**src/hdl/bias_ctrl_pkg.sv**
```systemverilog
/*
 * Constants, register map and carrier types of the backlight and display bias
 * control register bank.
 * Assumes a 10 MHz system clock and a serial bus front end that hands over
 * decoded byte events (address byte, data byte written, read byte acknowledged).
 */
`default_nettype none

package bias_ctrl_pkg;

	// ****************************************************************
	// Clock and timing
	// ****************************************************************
	localparam int CLK_MHZ = 10;
	localparam int FILT_2MS_US = 2000;
	localparam int FILT_1MS_US = 1000;
	localparam int FILT_500US_US = 500;
	localparam int FILT_100US_US = 100;
	localparam int FILT_100US_CYC = FILT_100US_US * CLK_MHZ;
	localparam int FILT_W = 16;

	// ****************************************************************
	// Register map
	// ****************************************************************
	localparam logic [7:0] ADDR_CFG_B = 8'h03;
	localparam logic [7:0] ADDR_BRT_LOW = 8'h04;
	localparam logic [7:0] ADDR_BRT_HIGH = 8'h05;
	localparam logic [7:0] ADDR_AF_LOW = 8'h06;
	localparam logic [7:0] ADDR_AF_HIGH = 8'h07;
	localparam logic [7:0] ADDR_ENABLE = 8'h08;
	localparam logic [7:0] ADDR_BIAS_A = 8'h09;
	localparam logic [7:0] ADDR_BIAS_B = 8'h0A;
	localparam logic [7:0] ADDR_BIAS_C = 8'h0B;
	localparam logic [7:0] ADDR_BOOST_LVL = 8'h0C;
	localparam logic [7:0] ADDR_POS_LVL = 8'h0D;
	localparam logic [7:0] ADDR_NEG_LVL = 8'h0E;
	localparam logic [7:0] ADDR_FLAGS = 8'h0F;
	localparam logic [7:0] ADDR_OPT_A = 8'h10;
	localparam int REG_COUNT = 14;

	// Reset values
	localparam logic [7:0] RST_CFG_B = 8'h8D;
	localparam logic [7:0] RST_BRT_LOW = 8'h07;
	localparam logic [7:0] RST_BRT_HIGH = 8'hFF;
	localparam logic [7:0] RST_AF = 8'h00;
	localparam logic [7:0] RST_ENABLE = 8'h00;
	localparam logic [7:0] RST_BIAS_A = 8'h18;
	localparam logic [7:0] RST_BIAS_B = 8'h11;
	localparam logic [7:0] RST_BIAS_C = 8'h00;
	localparam logic [7:0] RST_BOOST_LVL = 8'h28;
	localparam logic [7:0] RST_POS_LVL = 8'h1E;
	localparam logic [7:0] RST_NEG_LVL = 8'h1C;
	localparam logic [7:0] RST_FLAGS = 8'h00;
	localparam logic [7:0] RST_OPT_A = 8'h06;

	// Writable bit masks and the implemented flag bit mask
	localparam logic [7:0] MASK_ALL = 8'hFF;
	localparam logic [7:0] MASK_BRT_LOW = 8'h07;
	localparam logic [7:0] MASK_ENABLE = 8'h1F;
	localparam logic [7:0] MASK_BIAS_C = 8'h33;
	localparam logic [7:0] MASK_LVL = 8'h3F;
	localparam logic [7:0] MASK_FLAGS = 8'h6F;
	localparam logic [7:0] MASK_OPT_A = 8'h7F;
	localparam logic [7:0] MASK_NONE = 8'h00;

	// Field positions
	localparam int CFGB_FREQ = 7;
	localparam int CFGB_RAMP_LSB = 3;
	localparam int CFGB_SAMPLE = 2;
	localparam int CFGB_HYST_LSB = 0;
	localparam int EN_RESET = 7;
	localparam int EN_BACKLIGHT = 4;
	localparam int EN_SINK_TWO = 1;
	localparam int EN_SINK_ONE = 0;
	localparam int BA_MODE_LSB = 5;
	localparam int BA_POS_PD = 4;
	localparam int BA_NEG_PD = 3;
	localparam int BA_POS_ON = 2;
	localparam int BA_NEG_ON = 1;
	localparam int BA_PIN_SEL = 0;
	localparam int BB_SHORT_LSB = 6;
	localparam int BB_RISE_LSB = 4;
	localparam int BB_FALL_LSB = 0;
	localparam int BC_POS_FILT_LSB = 4;
	localparam int BC_NEG_FILT_LSB = 0;
	localparam int OPT_FAST_SAMPLE = 0;
	localparam int FL_OVERTEMP = 6;
	localparam int FL_BOOST_OV = 5;
	localparam int FL_POS_SHORT = 3;
	localparam int FL_NEG_SHORT = 2;
	localparam int FL_BL_OV = 1;
	localparam int FL_BL_OC = 0;

	// Encodings
	localparam logic [2:0] BIAS_MODE_OFF = 3'h0;
	localparam logic [5:0] LEVEL_MAX_CODE = 6'h32;
	localparam logic [1:0] SAMPLE_1MHZ = 2'h0;
	localparam logic [1:0] SAMPLE_4MHZ = 2'h1;
	localparam logic [1:0] SAMPLE_24MHZ = 2'h2;

	// ****************************************************************
	// Carrier types
	// ****************************************************************
	typedef struct packed {
		logic overtemperature_flag;
		logic bias_boost_overvoltage_flag;
		logic positive_short_flag;
		logic negative_short_flag;
		logic backlight_overvoltage_flag;
		logic backlight_overcurrent_flag;
	} fault_s;

	typedef struct packed {
		logic boost_switch_freq_sel;
		logic [3:0] brightness_transition_time;
		logic [1:0] sample_rate_sel;
		logic [2:0] dimming_input_hysteresis;
		logic [10:0] brightness_code;
		logic auto_freq_above_high;
		logic auto_freq_below_low;
		logic backlight_on;
		logic sink_one_on;
		logic sink_two_on;
		logic [2:0] bias_mode_select;
		logic positive_out_on;
		logic negative_out_on;
		logic positive_out_pulldown;
		logic negative_out_pulldown;
		logic [1:0] positive_rise_time;
		logic [3:0] negative_fall_time;
		logic [5:0] bias_boost_level;
		logic [5:0] positive_bias_level;
		logic [5:0] negative_bias_level;
	} ctrl_s;

endpackage : bias_ctrl_pkg

`default_nettype wire

```
**src/hdl/bias_ctrl_regs.sv**
```systemverilog
/*
 * Register bank of the backlight and bias controller with fault flags, short
 * filters and derived control outputs.
 * Assumes the serial bus front end delivers one-cycle byte events synchronous
 * to i_sys_clk and that analog comparators drive the fault inputs.
 */
`default_nettype none

module bias_ctrl_regs #(
	parameter int P_FILT_2MS_CYC = bias_ctrl_pkg::FILT_2MS_US * bias_ctrl_pkg::CLK_MHZ,
	parameter int P_FILT_1MS_CYC = bias_ctrl_pkg::FILT_1MS_US * bias_ctrl_pkg::CLK_MHZ,
	parameter int P_FILT_500US_CYC = bias_ctrl_pkg::FILT_500US_US * bias_ctrl_pkg::CLK_MHZ
) (
	input wire logic i_sys_clk,
	input wire logic i_rst_n,
	input wire logic i_addr_load,
	input wire logic i_data_wr,
	input wire logic i_rd_ack,
	input wire logic [7:0] i_byte,
	input wire logic i_positive_enable_pin,
	input wire logic i_negative_enable_pin,
	input wire bias_ctrl_pkg::fault_s i_fault,
	output logic [7:0] o_rdata,
	output bias_ctrl_pkg::ctrl_s o_ctrl
);
	import bias_ctrl_pkg::*;

	// ****************************************************************
	// Decode helpers
	// ****************************************************************
	function automatic logic in_map(input logic [7:0] a);
		in_map = (a >= ADDR_CFG_B) && (a <= ADDR_OPT_A);
	endfunction : in_map

	function automatic logic [3:0] to_index(input logic [7:0] a);
		logic [7:0] d;
		d = a - ADDR_CFG_B;
		to_index = d[3:0];
	endfunction : to_index

	function automatic logic [7:0] reg_mask(input logic [7:0] a);
		reg_mask = MASK_NONE;
		unique case (a)
			ADDR_BRT_LOW: reg_mask = MASK_BRT_LOW;
			ADDR_ENABLE: reg_mask = MASK_ENABLE;
			ADDR_BIAS_C: reg_mask = MASK_BIAS_C;
			ADDR_BOOST_LVL, ADDR_POS_LVL, ADDR_NEG_LVL: reg_mask = MASK_LVL;
			ADDR_FLAGS: reg_mask = MASK_NONE;
			ADDR_OPT_A: reg_mask = MASK_OPT_A;
			ADDR_CFG_B, ADDR_BRT_HIGH, ADDR_AF_LOW, ADDR_AF_HIGH, ADDR_BIAS_A,
			ADDR_BIAS_B: reg_mask = MASK_ALL;
			default: reg_mask = MASK_NONE;
		endcase
	endfunction : reg_mask

	function automatic logic [7:0] reg_reset(input logic [7:0] a);
		reg_reset = RST_AF;
		unique case (a)
			ADDR_CFG_B: reg_reset = RST_CFG_B;
			ADDR_BRT_LOW: reg_reset = RST_BRT_LOW;
			ADDR_BRT_HIGH: reg_reset = RST_BRT_HIGH;
			ADDR_ENABLE: reg_reset = RST_ENABLE;
			ADDR_BIAS_A: reg_reset = RST_BIAS_A;
			ADDR_BIAS_B: reg_reset = RST_BIAS_B;
			ADDR_BIAS_C: reg_reset = RST_BIAS_C;
			ADDR_BOOST_LVL: reg_reset = RST_BOOST_LVL;
			ADDR_POS_LVL: reg_reset = RST_POS_LVL;
			ADDR_NEG_LVL: reg_reset = RST_NEG_LVL;
			ADDR_FLAGS: reg_reset = RST_FLAGS;
			ADDR_OPT_A: reg_reset = RST_OPT_A;
			default: reg_reset = RST_AF;
		endcase
	endfunction : reg_reset

	function automatic logic [2:0] hyst_bits(input logic [1:0] code, input logic fast);
		if (fast) begin
			hyst_bits = {1'b0, code};
		end else begin
			unique case (code)
				2'h0: hyst_bits = 3'h1;
				2'h1: hyst_bits = 3'h2;
				2'h2: hyst_bits = 3'h4;
				2'h3: hyst_bits = 3'h6;
			endcase
		end
	endfunction : hyst_bits

	function automatic logic [5:0] sat_level(input logic [5:0] code);
		sat_level = (code > LEVEL_MAX_CODE) ? LEVEL_MAX_CODE : code;
	endfunction : sat_level

	function automatic logic [FILT_W-1:0] filt_limit(input logic [1:0] code);
		unique case (code)
			2'h0: filt_limit = FILT_W'(P_FILT_2MS_CYC);
			2'h1: filt_limit = FILT_W'(P_FILT_1MS_CYC);
			2'h2: filt_limit = FILT_W'(P_FILT_500US_CYC);
			2'h3: filt_limit = FILT_W'(FILT_100US_CYC);
		endcase
	endfunction : filt_limit

	// ****************************************************************
	// Register storage and pointer
	// ****************************************************************
	logic [7:0] regs [REG_COUNT];
	logic [7:0] next_regs [REG_COUNT];
	logic [7:0] ptr;
	logic [7:0] next_ptr;
	logic [7:0] next_rdata;
	logic [FILT_W-1:0] pos_cnt;
	logic [FILT_W-1:0] neg_cnt;
	logic [FILT_W-1:0] next_pos_cnt;
	logic [FILT_W-1:0] next_neg_cnt;
	ctrl_s next_ctrl;
	logic [7:0] flags;
	logic [7:0] next_flags;
	logic [7:0] flag_set;
	logic pos_short_hit;
	logic neg_short_hit;
	logic soft_reset;

	assign flags = regs[to_index(ADDR_FLAGS)];

	// Short filters: a raw short must persist for the chosen time to count
	always_comb begin
		logic [7:0] bc;
		bc = regs[to_index(ADDR_BIAS_C)];
		next_pos_cnt = '0;
		next_neg_cnt = '0;
		if (i_fault.positive_short_flag && o_ctrl.positive_out_on) begin
			next_pos_cnt = (pos_cnt == filt_limit(bc[BC_POS_FILT_LSB +: 2])) ? pos_cnt
				: pos_cnt + 1'b1;
		end
		if (i_fault.negative_short_flag && o_ctrl.negative_out_on) begin
			next_neg_cnt = (neg_cnt == filt_limit(bc[BC_NEG_FILT_LSB +: 2])) ? neg_cnt
				: neg_cnt + 1'b1;
		end
	end

	assign pos_short_hit = (pos_cnt == filt_limit(regs[to_index(ADDR_BIAS_C)][BC_POS_FILT_LSB +: 2]));
	assign neg_short_hit = (neg_cnt == filt_limit(regs[to_index(ADDR_BIAS_C)][BC_NEG_FILT_LSB +: 2]));
	assign soft_reset = i_data_wr && (ptr == ADDR_ENABLE) && i_byte[EN_RESET];

	// Register file, pointer and flags
	always_comb begin
		flag_set = '0;
		flag_set[FL_OVERTEMP] = i_fault.overtemperature_flag;
		flag_set[FL_BOOST_OV] = i_fault.bias_boost_overvoltage_flag;
		flag_set[FL_POS_SHORT] = pos_short_hit;
		flag_set[FL_NEG_SHORT] = neg_short_hit;
		flag_set[FL_BL_OV] = i_fault.backlight_overvoltage_flag;
		flag_set[FL_BL_OC] = i_fault.backlight_overcurrent_flag;
		next_regs = regs;
		next_ptr = ptr;
		next_flags = flags;
		if (i_addr_load) begin
			next_ptr = i_byte;
		end else if (i_data_wr || i_rd_ack) begin
			next_ptr = ptr + 8'h01;
		end
		// Flags clear when read and acknowledged; a fault in that cycle still sets
		if (i_rd_ack && ptr == ADDR_FLAGS) begin
			next_flags = '0;
		end
		next_flags = (next_flags | flag_set) & MASK_FLAGS;
		if (soft_reset) begin
			for (int i = 0; i < REG_COUNT; i++) begin
				next_regs[i] = reg_reset(ADDR_CFG_B + 8'(i));
			end
			// A fault arriving with the reset write still latches its flag
			next_regs[to_index(ADDR_FLAGS)] = flag_set & MASK_FLAGS;
		end else begin
			if (i_data_wr && in_map(ptr)) begin
				next_regs[to_index(ptr)] = i_byte & reg_mask(ptr);
			end
			next_regs[to_index(ADDR_FLAGS)] = next_flags;
		end
		next_rdata = in_map(next_ptr) ? next_regs[to_index(next_ptr)] : 8'h00;
	end

	always_ff @(posedge i_sys_clk) begin
		if (!i_rst_n) begin
			for (int i = 0; i < REG_COUNT; i++) begin
				regs[i] <= reg_reset(ADDR_CFG_B + 8'(i));
			end
			ptr <= 8'h00;
			o_rdata <= 8'h00;
			pos_cnt <= '0;
			neg_cnt <= '0;
		end else begin
			regs <= next_regs;
			ptr <= next_ptr;
			o_rdata <= next_rdata;
			pos_cnt <= next_pos_cnt;
			neg_cnt <= next_neg_cnt;
		end
	end

	// ****************************************************************
	// Derived controls
	// ****************************************************************
	// Outputs follow the registers with one cycle of delay so each is a flop
	always_comb begin
		logic [7:0] cb;
		logic [7:0] en;
		logic [7:0] ba;
		logic [7:0] bb;
		logic fast;
		logic bias_kill;
		logic bl_kill;
		logic pos_req;
		logic neg_req;
		cb = regs[to_index(ADDR_CFG_B)];
		en = regs[to_index(ADDR_ENABLE)];
		ba = regs[to_index(ADDR_BIAS_A)];
		bb = regs[to_index(ADDR_BIAS_B)];
		fast = regs[to_index(ADDR_OPT_A)][OPT_FAST_SAMPLE];
		// Shutdown holds until the latched short flag is read away
		bias_kill = bb[BB_SHORT_LSB + 1] && (flags[FL_POS_SHORT] || flags[FL_NEG_SHORT]);
		bl_kill = bias_kill && bb[BB_SHORT_LSB];
		pos_req = ba[BA_PIN_SEL] ? i_positive_enable_pin : ba[BA_POS_ON];
		neg_req = ba[BA_PIN_SEL] ? i_negative_enable_pin : ba[BA_NEG_ON];
		next_ctrl.boost_switch_freq_sel = cb[CFGB_FREQ];
		next_ctrl.brightness_transition_time = cb[CFGB_RAMP_LSB +: 4];
		next_ctrl.sample_rate_sel = fast ? SAMPLE_24MHZ
			: (cb[CFGB_SAMPLE] ? SAMPLE_4MHZ : SAMPLE_1MHZ);
		next_ctrl.dimming_input_hysteresis = hyst_bits(cb[CFGB_HYST_LSB +: 2], fast);
		next_ctrl.brightness_code = {regs[to_index(ADDR_BRT_HIGH)],
			regs[to_index(ADDR_BRT_LOW)][2:0]};
		next_ctrl.auto_freq_above_high =
			regs[to_index(ADDR_BRT_HIGH)] >= regs[to_index(ADDR_AF_HIGH)];
		next_ctrl.auto_freq_below_low =
			regs[to_index(ADDR_BRT_HIGH)] < regs[to_index(ADDR_AF_LOW)];
		next_ctrl.backlight_on = en[EN_BACKLIGHT] && !bl_kill;
		next_ctrl.sink_one_on = en[EN_SINK_ONE];
		next_ctrl.sink_two_on = en[EN_SINK_TWO];
		next_ctrl.bias_mode_select = ba[BA_MODE_LSB +: 3];
		next_ctrl.positive_out_on = pos_req && !bias_kill
			&& ba[BA_MODE_LSB +: 3] != BIAS_MODE_OFF;
		next_ctrl.negative_out_on = neg_req && !bias_kill
			&& ba[BA_MODE_LSB +: 3] != BIAS_MODE_OFF;
		next_ctrl.positive_out_pulldown = ba[BA_POS_PD] && !next_ctrl.positive_out_on;
		next_ctrl.negative_out_pulldown = ba[BA_NEG_PD] && !next_ctrl.negative_out_on;
		next_ctrl.positive_rise_time = bb[BB_RISE_LSB +: 2];
		next_ctrl.negative_fall_time = bb[BB_FALL_LSB +: 4];
		next_ctrl.bias_boost_level = regs[to_index(ADDR_BOOST_LVL)][5:0];
		next_ctrl.positive_bias_level = sat_level(regs[to_index(ADDR_POS_LVL)][5:0]);
		next_ctrl.negative_bias_level = sat_level(regs[to_index(ADDR_NEG_LVL)][5:0]);
	end

	always_ff @(posedge i_sys_clk) begin
		if (!i_rst_n) begin
			o_ctrl <= '0;
		end else begin
			o_ctrl <= next_ctrl;
		end
	end
endmodule : bias_ctrl_regs

`default_nettype wire

```
**config.mk**
```make
export PLATFORM = sky130hd
export DESIGN_NAME = bias_ctrl_regs
export DESIGN_NICKNAME = d
export VERILOG_FILES = /design/src/hdl/bias_ctrl_pkg.sv /design/src/hdl/bias_ctrl_regs.sv
export SDC_FILE = /design/constraint.sdc
export NUM_CORES = 1
export LEC_CHECK = 0
export BUFFER_PORTS_ARGS = -buffer_cell sky130_fd_sc_hd__buf_4
export CORE_ASPECT_RATIO = 1.1
export CORE_MARGIN = 4
export CORE_UTILIZATION = 60
export CTS_BUF_LIST = sky130_fd_sc_hd__clkbuf_8
export CTS_CLUSTER_SIZE = 8
export DETAILED_ROUTE_END_ITERATION = 12
export PLACE_DENSITY = 0.91
export SLEW_MARGIN = 20
export SYNTH_ARGS = -nofsm -noshare
export SYNTH_HDL_FRONTEND = slang
export SYNTH_SLANG_ARGS = --single-unit
```
**constraint.sdc**
```tcl
create_clock -name i_sys_clk -period 4.3 [get_ports i_sys_clk]
set_input_delay 0.645 -clock i_sys_clk [delete_from_list [all_inputs] [get_ports i_sys_clk]]
set_output_delay 0.645 -clock i_sys_clk [all_outputs]
set_load 0.01 [all_outputs]
```
* Yosys cells after proc, flatten, opt, wreduce, memory -nomap -nowiden
Memory sizes are Yosys's and may differ from the RTL's. A register that Yosys moved wholly into a read port is not among the register bits.
Index checks and enable logic that the tools add are counted.
** Word-level totals
- Register bits after elaboration :: 217
- Logic and storage cells :: 141
- Memory bits (read-only) :: 256
- Output and inout bits :: 65
- Memories :: 1
- Input port bits :: 21
** Cells by class
- Equal/unequal tests :: 15
- Bitwise logic cells :: 5
- Add/sub/neg operators :: 5
- Magnitude comparators :: 11
- Mux-type cells :: 27
- Reductions and logical operators :: 35
** Memory list
- (name not given) :: words 32, width 8, read ports 1, clocked after Yosys merged registers in 1, wr ports 0, RTL line bias_ctrl_regs.sv:43 : unique case (a)
** Operators by type and width (number)
- two-way mux 112 bit :: 2
- case mux 16 bit (4 select lines) :: 2
- bitwise mux 112 bit :: 1
- == test 16 bit :: 4
- two-way mux 8 bit :: 8
- adder 16 x 1 -> 16 bit (second input constant) :: 2
- binary-select mux 8 bit (select 4 bit) :: 1
- demux 8 bit (select 4 bit) :: 1
- two-way mux 16 bit :: 2
- logical AND 1 bit :: 18
- == test 8 x 4 -> 1 bit (second input constant) :: 2
- greater-or-equal comparator 8 x 2 -> 1 bit (second input constant) :: 2
- <= comparator 8 x 5 -> 1 bit (second input constant) :: 2
- == test 2 bit (second input constant) :: 6
- > comparator 6 bit (second input constant) :: 2
- two-way mux 6 bit :: 2
- case mux 3 bit (4 select lines) :: 1
- greater-or-equal comparator 5 bit (second input constant) :: 2
- inverter 4 -> 5 bit :: 2
- adder 8 x 1 -> 8 bit (second input constant) :: 1
- bitwise AND 8 bit :: 1
- greater-or-equal comparator 8 bit :: 1
- < comparator 8 bit :: 1
- subtractor 4 x 2 -> 4 bit (second input constant) :: 2
- 15 further kinds :: 30

* Depth between registers and ports, before layout
- Word-level depth :: 12
- Mapped depth :: 14
- Gate-level depth less buffers :: 13

* Worst setup path after synthesis
No wires, ideal clock.
- Path type :: input-to-reg
- From :: input port i_rd_ack
- To :: register o_rdata[7]
- Setup time :: 0.070 ns
- Buffers on the path :: 4
- Required time :: 4.230 ns
- Setup slack :: 0.759 ns
- Arrival :: 3.471 ns
- Stages on the path :: 12
- Path through :: buf_2 o21a_1 o31ai_1 clkbuf_1 clkbuf_1 ha_1 clkbuf_1 nor2_1 nand2_1 or3_1 a31o_2 a21oi_1
** On the way
- Word-level cells in the longest chain between the ends :: 8
- Elaborated cells on any way between the ends :: 12
- Classes of those cells :: add/sub: 1; order compare: 2; mux: 5; bitwise: 1; reduce/logical: 3
** RTL lines
- start, declared :: RTL line bias_ctrl_regs.sv:18 : input wire logic i_rd_ack,
- logical OR 1 bit (*) :: RTL line bias_ctrl_regs.sv:157 : end else if (i_data_wr || i_rd_ack) begin
- two-way mux 8 bit (*) :: RTL line bias_ctrl_regs.sv:157
- two-way mux 8 bit (*) :: RTL line bias_ctrl_regs.sv:155 : if (i_addr_load) begin
- named net next_ptr[0] :: RTL line bias_ctrl_regs.sv:107 : logic [7:0] next_ptr;
- subtractor 4 x 2 -> 4 bit :: RTL line bias_ctrl_regs.sv:37 : d = a - ADDR_CFG_B;
- inverter 4 -> 5 bit (implied by the code) :: RTL line bias_ctrl_regs.sv:177 : next_rdata = in_map(next_ptr) ? next_regs[to_index(next_ptr)] : 8'h00;
- binary-select mux 8 bit (select 4 bit) :: RTL line bias_ctrl_regs.sv:177
- two-way mux 8 bit (implied by the code) (2 in a row) :: RTL line bias_ctrl_regs.sv:177
- end signal, assigned :: RTL line bias_ctrl_regs.sv:192 : o_rdata <= next_rdata;
- end, declared :: RTL line bias_ctrl_regs.sv:23 : output logic [7:0] o_rdata,
The timed path passes the listed nets; every way through them passes the cells marked *. The select of a mux whose other input is x is not followed.
A chain may end at the register's enable or synchronous reset.

* Worst setup path in the final report
- From :: register ptr[0]
- To :: register o_rdata[2]
** On the way
- Word-level cells in the longest chain between the ends :: 12
- Elaborated cells on any way between the ends :: 33
- Classes of those cells :: add/sub: 3; order compare: 6; eq/ne: 2; mux: 11; bitwise: 3; reduce/logical: 8
** RTL lines
- start, declared :: RTL line bias_ctrl_regs.sv:106 : logic [7:0] ptr;
- start signal, assigned :: RTL line bias_ctrl_regs.sv:191 : ptr <= next_ptr;
- subtractor 4 x 2 -> 4 bit :: RTL line bias_ctrl_regs.sv:37
- inverter 4 -> 5 bit (implied by the code) :: RTL line bias_ctrl_regs.sv:173 : next_regs[to_index(ptr)] = i_byte & reg_mask(ptr);
- greater-or-equal comparator 5 bit (implied by the code) / < comparator 5 x 1 -> 1 bit (equally long branches) :: RTL line bias_ctrl_regs.sv:173
- logical AND 1 bit (implied by the code) :: RTL line bias_ctrl_regs.sv:173
- two-way mux 8 bit (implied by the code) :: RTL line bias_ctrl_regs.sv:173
- demux 8 bit (select 4 bit) :: RTL line bias_ctrl_regs.sv:173
- bitwise mux 112 bit :: RTL line bias_ctrl_regs.sv:173
- two-way mux 112 bit :: RTL line bias_ctrl_regs.sv:172 : if (i_data_wr && in_map(ptr)) begin
- two-way mux 112 bit :: RTL line bias_ctrl_regs.sv:165 : if (soft_reset) begin
- binary-select mux 8 bit (select 4 bit) :: RTL line bias_ctrl_regs.sv:177
- two-way mux 8 bit (implied by the code) (2 in a row) :: RTL line bias_ctrl_regs.sv:177
Several ways; a longest one is shown, not always the timed one. The select of a mux whose other input is x is not followed.

==> results.json <==
{
  "status": "finished clean",
  "rsz0062_at_grt": "no",
  "grt_pass1_vias": 8363,
  "drive_gt1_frac": 0.1479,
  "clock_sinks": 222,
  "port-buffer-count": 85,
  "synth_cell_types": 79,
  "synth_edf_count": 0,
  "antenna_found_initial": 0,
  "wire_per_inst_um": 20.55,
  "dieArea_um2": 18960,
  "finClkSkew_ns": 0.02876,
  "rr_endpoint": "o_rdata[2]$_SDFF_PN0_",
  "relSlewSlack": 0.3072,
  "cts_resized": 0,
  "peakVddDrop_mv": 0.3496,
  "place_area_um2": 10800,
  "ys_async_sr_fraction": 0,
  "cts_tree": "yes",
  "grt_use_met1": 0.3745,
  "worstPathArrival_ns": 4.17,
  "yosysTopAreaCell": "dfxtp_1",
  "r2r_slack_ns": 0.53,
  "holdBufCountCts": 0,
  "design_area_um2": 11490,
  "dp_hpwl_um": 20020,
  "finalHoldViolations": 0,
  "synth_seq_area_share": 0.4405,
  "netlist_area_um2": 10090,
  "cpMaxStageDelayCell": "xnor2_1",
  "via_per_inst": 6.133,
  "end_kind": "register",
  "leakage_nw": 4.653,
  "cts_max_path_buffers": 3,
  "ys_top_cells_by_area": "dfxtp_1, mux2i_1, nor2_1, ha_1, nand2_1",
  "grt_usage": 0.2982,
  "slowest_delay_ns": 0.85,
  "fp-row-count": 49,
  "critPathMaxFanout": 15,
  "cts.clk_slew.worst_paths_ns": 0.06,
  "cts_max_level": 2,
  "p_per_area_nw_per_um2": 382.0,
  "setup_viol": 0,
  "routed_wl_um": 28790,
  "ant_nets": 0,
  "hold_class": "input pin to register",
  "ys_warn_count": 0,
  "die_y_um": 144.0,
  "post-cts-setup-buffers": 0,
  "diodes": 0,
  "use_met3": 0.04628,
  "max_freq_ghz": 0.2653,
  "ys.flop_type": "dfxtp_1",
  "routabilityCongestion": 0.9915,
  "worstPathRequired_ns": 4.71,
  "maxCapViolCount": 0,
  "num_vias": 8593,
  "grtUsageMet2": 0.5124,
  "grt_overflow_total": 0,
  "syn_to_final_growth_pct": 13.85,
  "report.final.slew_viol_count": 0,
  "min-delay-start": "i_fault[0]",
  "numCtsBuffers": 36,
  "grt_max_degree": 73,
  "start_kind": "register",
  "synth_fp_nets": 1167,
  "finalWorstPathRequiredPeriod_ns": 3.770,
  "synth-seq-cells": 222,
  "drc_errors": 0,
  "path_class": "register to register",
  "grt_pass1_wl_um": 45030,
  "syn_avg_cell_area_um2": 9.098,
  "crit_chain": "ha_1 -> o21ai_1 -> xnor2_1 -> o21ai_2 -> xnor2_1 -> nand2_1 -> a221oi_1 -> nor4_1 -> nor4_1",
  "top_usage_layer": "met2",
  "cts_root_buf": "clkbuf_8",
  "yosysTopAreaCellShare": 0.4405,
  "p_total_mw": 4.388,
  "rr_startpoint": "ptr[0]$_SDFF_PN0_",
  "core_region_area_um2": 16430,
  "min_period_over_period": 0.8766,
  "tightest_slew_ns": 1.032,
  "hold_depth": 3,
  "fin_setup_tns_ns": 0,
  "holdPathEnd": "flags[0]$_SDFF_PN0_",
  "fillers": 1275,
  "synth_cells": 1109,
  "nets": 1238,
  "rr_worst_depth": 9,
  "io_pins": 86,
  "drtPass1Iterations": 5,
  "clk_latency_ns": 0.53,
  "drtIter0Drc": 963,
  "start_util": 0.6141,
  "die_w_um": 131.6
}
[logic make-up (layout without fill, tap and decap cells)]
kind of cell    count (synthesis)  after routing  synth area share
buf+inv                       115            203           0.04787
flops                         222            222            0.4405
simple gates                  417            417            0.2029
compound gates                173            173            0.1230
xor+xnor                       39             39           0.03385
mux                           106            106            0.1060
fa+ha+maj                      37             37           0.04588
[layout by cell type, fill, tap and decap left out, types with 5 or more instances in the layout]
cell      synthesis  final
o211a_1           6      6
clkbuf_8          0     45
nand2_1          83     82
nand2b_1          9      9
or4_1             7      7
o21ai_0          25     25
dfxtp_1         222    222
inv_1            47     55
and3_1           22     22
o22ai_1          17     17
or3_1            11     11
nor2_1          146    145
nor3b_1           6      6
o211ai_1          7      7
ha_1             37     37
nor3_1           24     24
mux2i_1          99     99
mux2_2            7      7
a21o_1           10     10
nor4_1            9      9
o21a_1            5      5
buf_4             3     99
a211oi_1          6      6
and2_1           41     41
nand4_1          10     10
a221oi_1          6      6
nand3_1          21     21
nor2b_1           7      7
a21oi_1          35     35
xnor2_1          21     21
xor2_1           18     18
[worst max-delay path, delay by kind of cell, from the launching register on]
| kind | cells | cell delay (ns) |
|---|---|---|
| compound gates | 3 | 0.66 |
| fa+ha+maj | 1 | 0.52 |
| xor+xnor | 2 | 1.11 |
| simple gates | 3 | 0.79 |
| flops | 1 | 0.59 |
[worst max-delay path by stage]
| stage | slack [ns] | from | cells after the start | endpoint |
|---|---|---|---|---|
| 4_1_cts | 0.63 | ptr[0]$_SDFF_PN0_ | 9 | o_rdata[2]$_SDFF_PN0_ |
| 6_report | 0.53 | ptr[0]$_SDFF_PN0_ | 9 | o_rdata[2]$_SDFF_PN0_ |
| 3_3_place_gp | 0.71 | i_addr_load | 10 | o_rdata[1]$_SDFF_PN0_ |
| 2_1_floorplan | 0.76 | i_rd_ack | 12 | o_rdata[7]$_SDFF_PN0_ |
| 3_5_place_dp | 0.64 | i_addr_load | 10 | o_rdata[1]$_SDFF_PN0_ |
| 5_1_grt | 0.23 | ptr[0]$_SDFF_PN0_ | 9 | o_rdata[2]$_SDFF_PN0_ |
[sequential cells by signal, indices dropped and copies added, names as in the netlist, named ones only]
name and flops:
regs 71, next_ctrl 33, neg_cnt 16, o_ctrl 57
ptr 8, o_rdata 8, pos_cnt 16, flags 6
[power breakdown]
part	leakage, nW	switching (mW)	total (mW)	internal (mW)
Clock	0.385	0.797	1.79	0.990
Sequential	1.80	0.0244	2.12	2.10
Combinational	2.46	0.322	0.481	0.158
[layout make-up]
cell class | instances | area [um2] | area share
timing repair buffer | 99 | 743.2 | 0.06470
sequential | 222 | 4444 | 0.3869
tap | 204 | 255.2 | 0.02222
clock inverter | 10 | 68.82 | 0.005991
clock buffer | 45 | 619.3 | 0.05392
inverter | 49 | 183.9 | 0.01601
multi-input combinational | 772 | 5172 | 0.4503
[layer usage]
layer,up-vias,routed length (um)
met1,4065,11770
met5,-,0
met4,0,1214
met2,432,13590
li1,3998,-
met3,98,2214
[Yosys cell counts, drive strengths merged (4+ instances only)]
master,n
o21a,5
inv,48
nor3b,6
mux2,7
dfxtp,222
ha,37
a221oi,6
nand2b,9
nor4,9
a211oi,6
clkbuf,46
o221ai,4
a21oi,37
o211a,6
or3,11
o22ai,18
xor2,18
o2111ai,4
o211ai,11
a31oi,4
nand2,84
nor2,146
xnor2,21
buf,20
nor3,25
o21ai,29
a2111oi,5
nand3,21
mux2i,99
and2,42
or4,7
and3,24
a21o,10
nand4,11
nor2b,7
[stage by stage]
| stage | hold slack, ns | utilization | worst slack (ns) | std cells |
|---|---|---|---|---|
| after floorplan | 0.4180 | - | 0.7592 | 1109 |
| after global placement | 0.4395 | 0.6572 | 0.7131 | 1346 |
| after detailed placement | 0.4430 | 0.6572 | 0.6450 | 1346 |
| after CTS | 0.3714 | 0.6991 | 0.6253 | 1401 |
| after global routing | 0.3719 | 0.6991 | 0.2307 | 1401 |
| final | 0.3767 | 0.6991 | 0.5305 | 1401 |
(Power assumes the default switching activity.)
